## config.mk

```make
export PLATFORM = sky130hd
export DESIGN_NAME = uart_async_port
export DESIGN_NICKNAME = d
export VERILOG_FILES = /design/src/rtl/uart_pkg.sv /design/src/rtl/uart_rx_sampler.sv /design/src/rtl/uart_async_port.sv
export SDC_FILE = /design/constraint.sdc
export NUM_CORES = 1
export LEC_CHECK = 0
export BUFFER_PORTS_ARGS = -buffer_cell sky130_fd_sc_hd__buf_2
export CAP_MARGIN = 20
export CORE_ASPECT_RATIO = 0.7
export CORE_MARGIN = 10
export CORE_UTILIZATION = 60
export DETAILED_ROUTE_END_ITERATION = 8
export PLACE_DENSITY_LB_ADDON = 0.05
export RECOVER_POWER = 25
export SKIP_LAST_GASP = 1
export SLEW_MARGIN = 25
export SYNTH_ARGS = -nofsm -noshare
export SYNTH_HDL_FRONTEND = slang
export SYNTH_SLANG_ARGS = --single-unit
```

## constraint.sdc

```tcl
create_clock -name i_core_clk -period 4.8 [get_ports i_core_clk]
set_clock_uncertainty 0.1 [all_clocks]
set_input_delay 1.2 -clock i_core_clk [delete_from_list [all_inputs] [get_ports i_core_clk]]
set_output_delay 1.2 -clock i_core_clk [all_outputs]
set_load 0.005 [all_outputs]
```

## src/rtl/uart_pkg.sv

```systemverilog
// package for the asynchronous serial port, modes 1 to 3
// assumes one system clock; timer 1 overflow generated inside the main module
package uart_pkg;
   localparam logic [1:0] MODE_SYNC  = 2'h0;
   localparam logic [1:0] MODE_ONE   = 2'h1;
   localparam logic [1:0] MODE_TWO   = 2'h2;
   localparam logic [1:0] MODE_THREE = 2'h3;
   localparam int         TIMER_SPAN      = 256;
   localparam logic [3:0] PRESCALE_SLOW   = 4'hB; // divide by 12, count 11..0
   localparam logic [3:0] PRESCALE_FAST   = 4'h3; // divide by 4, count 3..0
   localparam logic [7:0] TIMER_MAX       = 8'hFF;
   localparam logic [5:0] SYS_DIV_NORMAL  = 6'h3F; // mode 2 bit divide by 64
   localparam logic [5:0] SYS_DIV_DOUBLE  = 6'h1F; // mode 2 bit divide by 32
   localparam logic [4:0] OVF_DIV_NORMAL  = 5'h1F; // mode 1/3 divide by 32
   localparam logic [4:0] OVF_DIV_DOUBLE  = 5'h0F; // mode 1/3 divide by 16
   localparam logic [1:0] OVS_SHIFT_SYS   = 2'h2;  // 64 sys clocks / 16 samples = 4
   localparam logic [1:0] OVS_SHIFT_SYS_D = 2'h1;  // 32 / 16 = 2
   localparam logic [3:0] SAMPLE_A        = 4'h7;
   localparam logic [3:0] SAMPLE_B        = 4'h8;
   localparam logic [3:0] SAMPLE_C        = 4'h9;
   localparam logic [3:0] SAMPLE_LAST     = 4'hF;
   localparam logic [3:0] BITS_SHORT      = 4'h9;  // start + 8 data + stop, index of stop
   localparam logic [3:0] BITS_LONG       = 4'hA;  // start + 8 + ninth + stop
   localparam logic [7:0] DATA_RESET      = 8'h00;
endpackage

```

## src/rtl/uart_rx_sampler.sv

```systemverilog
// 16x oversample counter and three-sample majority vote for one receiver
// assumes sample strobe and synchronised rx level on the same clock
module uart_rx_sampler (
   // clock and reset
   input  wire logic i_core_clk,
   input  wire logic i_rst_b,
   // control
   input  wire logic i_sample_tick,
   input  wire logic i_restart,
   input  wire logic i_rx_level,
   // results
   output logic      o_bit_valid,
   output logic      o_bit_value,
   output logic      o_bit_end
);
   logic [3:0] phase_reg;
   logic [2:0] votes_reg;

   // sample phase counter, restarted on each start edge
   always_ff @(posedge i_core_clk or negedge i_rst_b) begin
      if (!i_rst_b) begin
         phase_reg <= 4'h0;
      end else if (i_restart) begin
         phase_reg <= 4'h0;
      end else if (i_sample_tick) begin
         phase_reg <= phase_reg + 4'h1;
      end
   end

   // collect the three middle samples
   always_ff @(posedge i_core_clk or negedge i_rst_b) begin
      if (!i_rst_b) begin
         votes_reg <= 3'h7;
      end else if (i_sample_tick && (phase_reg == uart_pkg::SAMPLE_A ||
                   phase_reg == uart_pkg::SAMPLE_B || phase_reg == uart_pkg::SAMPLE_C)) begin
         votes_reg <= {votes_reg[1:0], i_rx_level};
      end
   end

   // majority decision after the third sample, end-of-bit strobe
   always_ff @(posedge i_core_clk or negedge i_rst_b) begin
      if (!i_rst_b) begin
         o_bit_valid <= 1'b0;
         o_bit_value <= 1'b1;
         o_bit_end   <= 1'b0;
      end else begin
         o_bit_valid <= i_sample_tick && !i_restart && phase_reg == uart_pkg::SAMPLE_C;
         o_bit_end   <= i_sample_tick && !i_restart && phase_reg == uart_pkg::SAMPLE_LAST;
         if (i_sample_tick && phase_reg == uart_pkg::SAMPLE_C) begin
            o_bit_value <= (votes_reg[1] & votes_reg[0]) | (votes_reg[1] & i_rx_level) |
                           (votes_reg[0] & i_rx_level);
         end
      end
   end
endmodule

```

## src/rtl/uart_async_port.sv

```systemverilog
// asynchronous serial port, modes 1 to 3, with timer 1 baud source
// assumes control bits come from the processor on i_core_clk; rx pin is asynchronous
module uart_async_port (
   // clock and reset
   input  wire logic       i_core_clk,
   input  wire logic       i_rst_b,
   // timer 1 baud source
   input  wire logic       i_timer_prescale_select,
   input  wire logic [7:0] i_timer_reload_value,
   // port configuration
   input  wire logic       i_mode_select_high,
   input  wire logic       i_mode_select_low,
   input  wire logic       i_baud_double,
   input  wire logic       i_multiproc_filter,
   input  wire logic       i_rx_enable,
   input  wire logic       i_tx_ninth_bit,
   // buffer write and flag clears
   input  wire logic       i_buffer_write,
   input  wire logic [7:0] i_buffer_wdata,
   input  wire logic       i_tx_done_clear,
   input  wire logic       i_rx_done_clear,
   // pins
   input  wire logic       i_rx_pin,
   output logic            o_tx_pin,
   // status
   output logic [7:0]      o_rx_buffer,
   output logic            o_rx_ninth_bit,
   output logic            o_rx_done,
   output logic            o_tx_done,
   output logic            o_tx_busy,
   output logic            o_timer_overflow
);
   typedef enum logic [1:0] {RX_IDLE, RX_START, RX_SHIFT} rx_state_t;

   // decoded mode and baud chain
   logic [1:0] mode;
   logic       async_mode;
   logic       long_frame;
   logic       timer_baud;
   logic [3:0] prescale_reg;
   logic [7:0] timer_reg;
   logic       timer_tick;
   logic       ovf_div_reg;
   logic [1:0] ovs_div_reg;
   logic       ovs_tick;
   // transmit path
   logic       tx_bit_tick;
   logic [3:0] tx_phase_reg;
   logic [3:0] tx_count_reg;
   logic [9:0] tx_shift_reg;
   // receive path
   logic       rx_sync1_reg;
   logic       rx_sync2_reg;
   logic       rx_prev_reg;
   rx_state_t  rx_state_reg;
   logic [3:0] rx_count_reg;
   logic [8:0] rx_shift_reg;
   logic       rx_restart;
   logic       bit_valid;
   logic       bit_value;
   logic       rx_accept;
   logic       rx_last_bit;
   logic       ninth_seen;

   // mode decode and frame length
   // mode 0 is not served here, so it blocks both directions
   assign mode       = {i_mode_select_high, i_mode_select_low};
   assign async_mode = (mode != uart_pkg::MODE_SYNC);
   assign long_frame = mode[1];
   assign timer_baud = (mode == uart_pkg::MODE_ONE) || (mode == uart_pkg::MODE_THREE);

   // timer 1 prescaler, divide by 12 or 4
   // a new prescale choice takes effect at the next reload of this count
   always_ff @(posedge i_core_clk or negedge i_rst_b) begin
      if (!i_rst_b) begin
         prescale_reg <= 4'h0;
      end else if (prescale_reg == 4'h0) begin
         prescale_reg <= i_timer_prescale_select ? uart_pkg::PRESCALE_FAST
                                                 : uart_pkg::PRESCALE_SLOW;
      end else begin
         prescale_reg <= prescale_reg - 4'h1;
      end
   end
   assign timer_tick = (prescale_reg == 4'h0);

   // timer 1 as 8-bit auto-reload counter
   // the overflow pulse follows the rollover tick by one clock
   always_ff @(posedge i_core_clk or negedge i_rst_b) begin
      if (!i_rst_b) begin
         timer_reg        <= 8'h00;
         o_timer_overflow <= 1'b0;
      end else begin
         o_timer_overflow <= timer_tick && timer_reg == uart_pkg::TIMER_MAX;
         if (timer_tick) begin
            timer_reg <= (timer_reg == uart_pkg::TIMER_MAX) ? i_timer_reload_value
                                                            : timer_reg + 8'h01;
         end
      end
   end

   // overflow divider: 16 samples per bit come from every overflow (doubled) or every
   // second overflow, so the bit is 16 or 32 overflows long
   always_ff @(posedge i_core_clk or negedge i_rst_b) begin
      if (!i_rst_b) begin
         ovf_div_reg <= 1'b0;
      end else if (o_timer_overflow) begin
         ovf_div_reg <= ~ovf_div_reg;
      end
   end

   // system clock divider for mode 2, sample rate clock/4 or clock/2
   always_ff @(posedge i_core_clk or negedge i_rst_b) begin
      if (!i_rst_b) begin
         ovs_div_reg <= 2'h0;
      end else begin
         ovs_div_reg <= ovs_div_reg + 2'h1;
      end
   end

   // oversample tick per mode
   // timer modes take every overflow when doubled, every second one otherwise
   always_comb begin
      if (timer_baud) begin
         ovs_tick = o_timer_overflow && (i_baud_double || ovf_div_reg);
      end else if (i_baud_double) begin
         ovs_tick = ovs_div_reg[0];
      end else begin
         ovs_tick = (ovs_div_reg == 2'h3);
      end
   end

   // transmit bit timing: sixteen oversample ticks per bit
   // the phase runs free, so a write waits up to one bit for its start bit
   always_ff @(posedge i_core_clk or negedge i_rst_b) begin
      if (!i_rst_b) begin
         tx_phase_reg <= 4'h0;
      end else if (ovs_tick) begin
         tx_phase_reg <= tx_phase_reg + 4'h1;
      end
   end
   assign tx_bit_tick = ovs_tick && (tx_phase_reg == uart_pkg::SAMPLE_LAST);

   // transmit shifter: start, data lsb first, optional ninth, stop
   // the ninth slot holds a one in mode 1, where it goes out as the stop bit
   always_ff @(posedge i_core_clk or negedge i_rst_b) begin
      if (!i_rst_b) begin
         o_tx_pin     <= 1'b1;
         o_tx_busy    <= 1'b0;
         tx_count_reg <= 4'h0;
         tx_shift_reg <= 10'h3FF;
      end else if (!o_tx_busy) begin
         o_tx_pin <= 1'b1;
         if (i_buffer_write && async_mode) begin
            o_tx_busy    <= 1'b1;
            tx_count_reg <= 4'h0;
            tx_shift_reg <= {1'b1, long_frame ? i_tx_ninth_bit : 1'b1,
                             i_buffer_wdata};
         end
      end else if (tx_bit_tick) begin
         if (tx_count_reg == 4'h0) begin
            o_tx_pin <= 1'b0; // start bit
         end else begin
            o_tx_pin     <= tx_shift_reg[0];
            tx_shift_reg <= {1'b1, tx_shift_reg[9:1]};
         end
         tx_count_reg <= tx_count_reg + 4'h1;
         // the frame ends one bit after the stop bit went out
         if (tx_count_reg == (long_frame ? uart_pkg::BITS_LONG + 4'h1
                                         : uart_pkg::BITS_SHORT + 4'h1)) begin
            o_tx_pin  <= 1'b1; // stop bit time over, release
            o_tx_busy <= 1'b0;
         end
      end
   end

   // transmit-done: set when the stop bit goes out; set wins over clear
   always_ff @(posedge i_core_clk or negedge i_rst_b) begin
      if (!i_rst_b) begin
         o_tx_done <= 1'b0;
      end else if (o_tx_busy && tx_bit_tick &&
                   tx_count_reg == (long_frame ? uart_pkg::BITS_LONG : uart_pkg::BITS_SHORT)) begin
         o_tx_done <= 1'b1;
      end else if (i_tx_done_clear) begin
         o_tx_done <= 1'b0;
      end
   end

   // rx pin synchroniser and edge history
   // only the second flop feeds logic; the third gives the falling edge
   always_ff @(posedge i_core_clk or negedge i_rst_b) begin
      if (!i_rst_b) begin
         rx_sync1_reg <= 1'b1;
         rx_sync2_reg <= 1'b1;
         rx_prev_reg  <= 1'b1;
      end else begin
         rx_sync1_reg <= i_rx_pin;
         rx_sync2_reg <= rx_sync1_reg;
         rx_prev_reg  <= rx_sync2_reg;
      end
   end
   assign rx_restart = (rx_state_reg == RX_IDLE) && i_rx_enable && async_mode &&
                       rx_prev_reg && !rx_sync2_reg;

   // majority sampler
   uart_rx_sampler u_sampler (
      .i_core_clk    (i_core_clk),
      .i_rst_b       (i_rst_b),
      .i_sample_tick (ovs_tick),
      .i_restart     (rx_restart),
      .i_rx_level    (rx_sync2_reg),
      .o_bit_valid   (bit_valid),
      .o_bit_value   (bit_value),
      .o_bit_end     ()
   );

   // last bit is stop; data index counts data and ninth bits
   // bit_value holds the stop majority in the cycle the stop bit is decided
   assign rx_last_bit = (rx_count_reg == (long_frame ? uart_pkg::BITS_LONG - 4'h1
                                                     : uart_pkg::BITS_SHORT - 4'h1));
   assign ninth_seen  = long_frame ? rx_shift_reg[8] : 1'b1;
   assign rx_accept   = !o_rx_done && (!i_multiproc_filter ||
                        (bit_value && ninth_seen));

   // receive state machine
   // a start majority of one drops back to idle to wait for a new edge
   always_ff @(posedge i_core_clk or negedge i_rst_b) begin
      if (!i_rst_b) begin
         rx_state_reg <= RX_IDLE;
         rx_count_reg <= 4'h0;
         rx_shift_reg <= 9'h000;
      end else begin
         unique case (rx_state_reg)
            RX_IDLE: begin
               if (rx_restart) begin
                  rx_state_reg <= RX_START;
               end
            end
            RX_START: begin
               if (bit_valid) begin
                  rx_count_reg <= 4'h0;
                  rx_state_reg <= bit_value ? RX_IDLE : RX_SHIFT;
               end
            end
            RX_SHIFT: begin
               if (bit_valid) begin
                  if (rx_last_bit) begin
                     rx_state_reg <= RX_IDLE;
                  end else begin
                     rx_count_reg <= rx_count_reg + 4'h1;
                     // lsb first: shift in from the top of the used field
                     if (long_frame) begin
                        rx_shift_reg <= {bit_value, rx_shift_reg[8:1]};
                     end else begin
                        rx_shift_reg <= {1'b0, bit_value, rx_shift_reg[7:1]};
                     end
                  end
               end
            end
            default: rx_state_reg <= RX_IDLE;
         endcase
      end
   end

   // receive result: buffer, ninth bit and done flag; set wins over clear
   // a refused frame leaves buffer, ninth bit and flag as they were
   always_ff @(posedge i_core_clk or negedge i_rst_b) begin
      if (!i_rst_b) begin
         o_rx_buffer    <= uart_pkg::DATA_RESET;
         o_rx_ninth_bit <= 1'b0;
         o_rx_done      <= 1'b0;
      end else if (rx_state_reg == RX_SHIFT && bit_valid && rx_last_bit && rx_accept) begin
         o_rx_buffer    <= rx_shift_reg[7:0];
         o_rx_ninth_bit <= long_frame ? rx_shift_reg[8] : bit_value;
         o_rx_done      <= 1'b1;
      end else if (i_rx_done_clear) begin
         o_rx_done <= 1'b0;
      end
   end
endmodule

```

### Yosys cells after proc, flatten, opt, wreduce, memory -nomap -nowiden

Index checks and enable logic that the tools add are counted.

* add/subtract/negate cells: 7
* equal/unequal tests: 20
* mux-type cells: 43
* bitwise logic cells: 7
* reductions and logical operators: 42

Operators with widths (number)
* $mux 10: 4
* $mux 4: 10
* $logic_and 1x1->1: 19
* $mux 1: 19
* $add 4x1->4 const B: 4
* $eq 4x4->1: 3
* $eq 4x4->1 const B: 3
* $mux 2: 6
* $reduce_bool 2->1: 6
* $mux 9: 1
* $add 8x1->8 const B: 1
* $eq 8x8->1 const B: 1
* $logic_not 4->1: 2
* $mux 8: 1
* $ne 2x1->1 const B: 4
* $pmux 4 s2: 1
* $reduce_and 4->1: 2
* $eq 2x2->1 const B: 3
* $ne 2x2->1 const B: 3
* $pmux 2 s3: 1
* $reduce_and 3->1: 2
* $logic_or 1x1->1: 5
* $eq 2x1->1 const B: 2
* $eq 4x3->1 const B: 1
* other kinds (8): 15

* register bits: 73
* bits of input ports: 29
* output and inout port bits: 14
* word-level logic and storage cells: 143

### Depth between registers and ports, before layout

Gate-level depths: netlist of the first run.

* word-level depth: 8
* mapped depth: 7
* mapped depth without buffers: 6

### Cells and area by module

A second synthesis of the first run with hierarchy kept.

* cell total of the unflattened synthesis: 297
* area, all modules: 3477.1 um^2

By module, submodules not included
* uart_async_port: instances 1, cells an instance 252, area an instance 3004.1 um^2, seq. area each 1617.8 um^2
* uart_rx_sampler: instances 1, cells an instance 45, area an instance 473.0 um^2, seq. area each 229.0 um^2

### Worst setup path after synthesis of the first run

Ideal clock, no wire load.

* kind: input -> register
* from: input port i_mode_select_high
* to: register o_rx_buffer[0]
* setup time: 0.125 ns
* data arrival time: 2.599 ns
* required time: 4.575 ns
* slack: 1.977 ns
* cell stages on the path: 5
* path buffers: 1
* cell sequence: buf_2 -> inv_1 -> o21ai_0 -> a2111oi_4 -> mux2_2

* longest elaborated chain between the ends: 5
* elaborated cells between the ends (all ways): 8
* classes of those cells: eq/ne: 1; mux: 2; reduce/logical: 5

RTL lines
* start, declared: line uart_async_port.sv:11 `input wire logic i_mode_select_high,`
* branches (longest 4 deep; another with $eq 4x4->1)
* $logic_and 1x1->1 *: line uart_async_port.sv:271 `end else if (rx_state_reg == RX_SHIFT && bit_valid && rx_last_bit && rx_accept) begin`
* end signal, assigned: line uart_async_port.sv:268 `o_rx_buffer <= uart_pkg::DATA_RESET;`
* end signal, assigned: line uart_async_port.sv:272 `o_rx_buffer <= rx_shift_reg[7:0];`
* end, declared: line uart_async_port.sv:26 `output logic [7:0] o_rx_buffer,`

Mark *: on every way between the ends.
A chain may end at the register's enable or synchronous reset.

==> results of run 1 <==
-- cell usage after synthesis (all sizes together) (4+ instances only) --
master,number
a21oi,11
a31oi,5
and3,5
dfrtp,56
dfstp,16
ha,10
inv,22
mux2,39
mux2i,6
nand2,23
nand3,12
nand4,5
nor2,12
nor2b,4
nor3b,4
o21ai,5
o22ai,4
xnor2,7
-- power by group through the flow --
stage | clock network, uW | logic, uW | registers [uW]
finish | 480 | 327 | 896
CTS | 492 | 332 | 892
detailed placement | 0 | 330 | 903
floorplan | 0 | 260 | 866
global route | 518 | 381 | 919
global placement | 0 | 315 | 893
-- cells by family after synthesis --
kind of cell | count (synthesis) | synth area share, %
adder cells (fa/ha/maj) | 11 | 3.88
AND/OR/NAND/NOR | 82 | 12.3
AO/OA/AOI/OAI | 51 | 11.8
buffers and inverters | 26 | 2.84
XOR/XNOR | 9 | 2.48
multiplexers | 45 | 14.3
flip-flops | 72 | 52.4
-- cell usage in the layout, fill, tap and decap left out, types with 3 or more instances in the layout --
cell | Yosys | layout
nand3_1 | 12 | 12
ha_1 | 10 | 10
mux2i_1 | 6 | 6
dfstp_2 | 16 | 15
clkbuf_8 | 0 | 9
a21oi_1 | 10 | 10
clkinv_4 | 0 | 4
nor3b_1 | 3 | 3
nand2_1 | 23 | 23
o21ai_0 | 5 | 5
mux2_2 | 39 | 39
or3_1 | 3 | 3
a41oi_1 | 3 | 3
nand4_1 | 5 | 5
dfrtp_1 | 56 | 56
nor2_1 | 12 | 12
buf_2 | 1 | 41
nand2b_1 | 3 | 3
nor3_1 | 3 | 3
a31oi_1 | 5 | 5
inv_1 | 22 | 22
xnor2_1 | 6 | 6
buf_4 | 0 | 3
and3_1 | 5 | 5
nor2b_1 | 4 | 4
o22ai_1 | 4 | 4
o21bai_1 | 3 | 3
-- area by class of cell --
cell class	instances	share of cell area (%)
Clock inverter	6	1.75
Multi-Input combinational cell	198	39.2
Sequential cell	72	45.6
Inverter	22	2.07
Clock buffer	10	3.20
Tap cell	75	2.35
Timing Repair Buffer	45	5.80
-- final timing paths --
check | slack (ns) | endpoint | cells after the start
setup reg to reg | 2.52 | tx_count_reg[3]$_DFFE_PN0P_ | 4
hold / removal | 0.27 | rx_sync2_reg$_DFF_PN1_ | 0
max in group i_core_clk | 2.04 | o_rx_buffer[2]$_DFFE_PN0P_ | 5
setup / recovery | 1.78 | u_sampler.o_bit_valid$_DFF_PN0_ | 1
hold reg to reg | 0.27 | rx_sync2_reg$_DFF_PN1_ | 0
min in group asynchronous | 1.47 | rx_state_reg[1]$_DFFE_PN0P_ | 1
-- routing by layer --
| layer | share of wire, % | vias up |
|---|---|---|
| li1 | - | 1174 |
| met1 | 49 | 1157 |
| met2 | 46 | 54 |
| met3 | 5.1 | 2 |
| met4 | 0.21 | 0 |
| met5 | 0 | - |
-- through the flow --
step           hold WS (ns)  std cells
2_1_floorplan         0.245        296
3_3_place_gp          0.246        412
3_5_place_dp          0.248        412
4_1_cts               0.260        428
5_1_grt               0.268        428
6_report              0.265        428
==> flow_summary.toml, run 1 <==
[run_status]
status = "complete, but fails checks"
violations = "capacitance limit, slew limit"

[finish]
design_area_um2 = 3990
fill_cells = 436
syn2layout_area_growth_pct = 14.7
diodes = 0
drive_above_1_share_pct = 34.8
multi_input_area_um2 = 1570
register_area_um2 = 1820
fin_util_pct = 70.4
finalNetCount = 387

[placement]
post-place-ws_ns = 1.70
routabilityCongestion = 0.864
numPortBuffers = 42
place_area_um2 = 3790
dp_hpwl_um = 4900

[die]
num_io_pins = 43
start_util_pct = 61.4
die_h_um = 83.7
dieWidth_um = 111
core_region_area_um2 = 5670
die_area_um2 = 9290
rows = 23

[worst_setup_path]
critPathBufInv = 1
cp_data_required_time_ns = 4.66
cp-start-kind = "input port"
crit_chain = "clkbuf_1"
critPathTopFamily = "buffers and inverters"
r2r_start = "o_tx_busy$_DFF_PN0_"
startpoint = "i_rst_b"
path_class = "input port to async pin"
cp.arrival_ns = 2.88
slowest_stage = "clkbuf_1"
path_max_fanout = 45
cpPeakStageDelay_ns = 1.66
crit_path_end_kind = "async pin"

[synth]
synth-async-reset-ratio_pct = 100
synth_top_cell_by_area = "dfrtp_1"
synth_nets = 335
synthDistinctLibCells = 52
ys_ff_latch = 72
synth_area_leaders = "dfrtp_1 40%, mux2_2 13%, dfstp_2 12%, ha_1 3.6%, nand2_1 2.5%"
syn_area_per_cell_um2 = 11.8
yosys_warnings = 0
synth_top_area_share_pct = 40.3
synthCells = 296
synth_edf_count = 0
yosysSeqAreaShare_pct = 52.4
netlist_area_um2 = 3480
synth-main-ff-cell = "dfrtp_1"

[cts]
post_cts_buffers = 0
cts_num_sinks = 72
cts_tree = "yes"
cts_resized = 0
clk_latency_ns = 0.35
clk_pin_slew_worst_paths_ns = 0.09
cts-root-buf = "clkbuf_8"
cts_hold_buf = 0
cts.path.max_buffers = 2
numCtsBuffers = 9
cts_htree_levels = 3

[global_route]
grt.total_usage_pct = 14.9
grt_pass1_vias = 2425
grt_max_degree = 46
grt_pass1_wl_um = 11600
antenna_found_initial = 0
met2_usage_pct = 22.0
grtUsageMet1_pct = 19.8
use_met3_pct = 6.03
overflow = 0
top_usage_layer = "met2"

[power_and_ir_drop]
p_comb_share_pct = 19.2
p_int_uw = 1180
p_clk_share_pct = 28.2
power.switching_uw = 519
leakagePower_uw = 0.00190
switching_share_pct = 30.5
seqPwrFrac_pct = 52.6
ir_worst_vdd_mv = 0.300
finalPower_uw = 1700
p_per_area_nw_per_um2 = 426

[drt]
wl_per_cell_um = 15.7
drt_iter0_drc = 77
ant_nets = 0
drt-total-wl_um = 6720
drt_pass1_iterations = 4
via_per_inst = 5.58
via_count = 2387
route.detailed.drc = 0

[timing]
hold_viol = 0
period_share_pct = 62.9
setup_viol = 0
finalSetupTns_ns = 0
drv_slew = 46
setup_ws_ns = 1.78
period_minus_slack_ns = 3.02
clock.fmax_ghz = 0.331
rsz0062_at_grt = "no"
relSlewSlack_pct = -57.9
worst_slew_pin_slew_ns = 2.37

[flow_run]
drv_cap = 1

[worst_hold_path]
min_from = "rx_sync1_reg$_DFF_PN1_"
hold_class = "flop to flop"
Power figures use the tool's default switching activity.
==> inputs of run 2 (changes only) <==
Settings changed: CORE_UTILIZATION 60 to 52.
Clock period 4.8 ns to 2.63 ns, I/O delays scaled along.
==> run 2 against run 1 <==
The flow still finishes with violations (capacitance limit, slew limit). Non-clock buffer count increased by 6. Via count grew 1.0%. First-iteration DRC count up 12%. Sequential power increased by 82%. Critical endpoint is now timer_reg[7]$_DFFE_PN0P_. Sequential share of layout area shrank 1.3 points. Setup slack got worse by 1.1 ns. Cell count grew 5.1%. Sequential cell count unchanged.
==> flow_summary.toml, run 2 (synthesis gave the netlist of run 1 again) <==
[drt]
dr.max_layer_used = "met4"
drt-total-wl_um = 6650
drt_pass1_iterations = 4
met2WireLength_um = 3060
via_per_inst = 5.36
route.detailed.drc = 0
wl_met3_um = 341
wl_per_cell_um = 14.8
wirelength_met1_um = 3190
via_count = 2411
drt_iter0_drc = 86
ant_nets = 0

[finish]
design_area_um2 = 4110
syn2layout_area_growth_pct = 18.2
fill_cells = 521
layout_commonest_cell = "dfrtp_1"
drive_above_1_share_pct = 35.9
diodes = 0
layout.cells.non_filler = 450
finalNetCount = 393
mostFrequentLayoutCells = "56 x dfrtp_1, 42 x buf_2, 39 x mux2_2"

[cts]
numCtsBuffers = 9
cts_htree_levels = 3
cts_tree = "yes"
post_cts_buffers = 0
clk_pin_slew_worst_paths_ns = 0.07
cts_hold_buf = 0
clk_latency_ns = 0.35
cts-root-buf = "clkbuf_8"
cts_resized = 0
cts.path.max_buffers = 2
cts_num_sinks = 72

[die]
die_area_um2 = 10400
die_h_um = 88.4
core_region_area_um2 = 6370
start_util_pct = 54.7
rows = 24
num_io_pins = 43
dieWidth_um = 118

[timing]
worst_slew_pin_slew_ns = 1.73
relSlewSlack_pct = -15.5
finalSetupTns_ns = 0
drv_slew = 73
hold_viol = 0
period_minus_slack_ns = 1.99
period_share_pct = 75.5
rsz0062_at_grt = "no"
clock.fmax_ghz = 0.504
setup_viol = 0
hold_slack_ns = 0.262

[global_route]
grt_pass1_wl_um = 11300
grt_max_degree = 73
overflow = 0
grt.total_usage_pct = 13.2
antenna_found_initial = 0
grt_pass1_vias = 2354

[worst_setup_path]
cp_data_required_time_ns = 2.66
path_class = "input port to async pin"
path_max_fanout = 72
slowest_stage = "clkbuf_2"
crit_path_end_kind = "async pin"
cp.arrival_ns = 2.02
critPathTopFamily = "buffers and inverters"
critPathBufInv = 2
cp-start-kind = "input port"
crit_chain = "buf_2, clkbuf_2"
cpPeakStageDelay_ns = 1.24

[flow_run]
drv_cap = 1

[placement]
routabilityCongestion = 0.794
dp.cells = 434
numPortBuffers = 42
place_area_um2 = 3870
dp_hpwl_um = 4840

[power_and_ir_drop]
leakagePower_uw = 0.00196
finalPower_uw = 3360
p_per_area_nw_per_um2 = 818
ir_worst_vdd_mv = 0.679

[run_status]
status = "complete, but fails checks"
violations = "capacitance limit, slew limit"

[worst_hold_path]
hold_class = "flop to flop"
## run 2: changes by cell type in the layout (fill, tap and decap cells not counted), sizes merged
cell	change
buf	+6
bufinv	+3
clkinv	-4
clkinvlp	+1
## run 2: report_power, final
| part | internal, uW | switching [uW] |
|---|---|---|
| combinational | 333 | 269 |
| clock | 725 | 405 |
| sequential | 1390 | 242 |
| total | 2450 | 916 |
## run 2: cell type report
class	count	area, um2	area share [%]
repair buffers	51	275	6.69
clock buffers	10	128	3.10
multi-input cells	198	1560	37.9
flip-flops and latches	72	1820	44.3
inverters	22	82.6	2.01
well taps	91	114	2.77
clock inverters	6	133	3.22
## run 2: per-layer routing
layer  up-vias  global-route usage [%]
met5         -                       0
met4         0                    2.68
met3         5                    5.47
met2        40                    20.9
met1      1181                    16.9
li1       1185                       -
## run 2: worst paths after layout
check	end	slack, ns	start	cells after the start
hold / removal	rx_sync2_reg$_DFF_PN1_	0.26	rx_sync1_reg$_DFF_PN1_	0
setup / recovery	timer_reg[7]$_DFFE_PN0P_	0.64	i_rst_b	2
max in group i_core_clk	tx_shift_reg[5]$_DFFE_PN1P_	0.65	ovs_div_reg[0]$_DFF_PN0_	5
setup reg to reg	tx_shift_reg[5]$_DFFE_PN1P_	0.65	ovs_div_reg[0]$_DFF_PN0_	5
hold reg to reg	rx_sync2_reg$_DFF_PN1_	0.26	rx_sync1_reg$_DFF_PN1_	0
min in group asynchronous	o_rx_buffer[2]$_DFFE_PN0P_	0.77	i_rst_b	2
## run 2: stage by stage
stage	utilization, %	setup slack (ns)
after floorplan	-	0.349
after global placement	60.8	0.357
after detailed placement	60.8	0.319
after CTS	64.8	0.621
after global routing	64.6	0.352
final	64.6	0.644
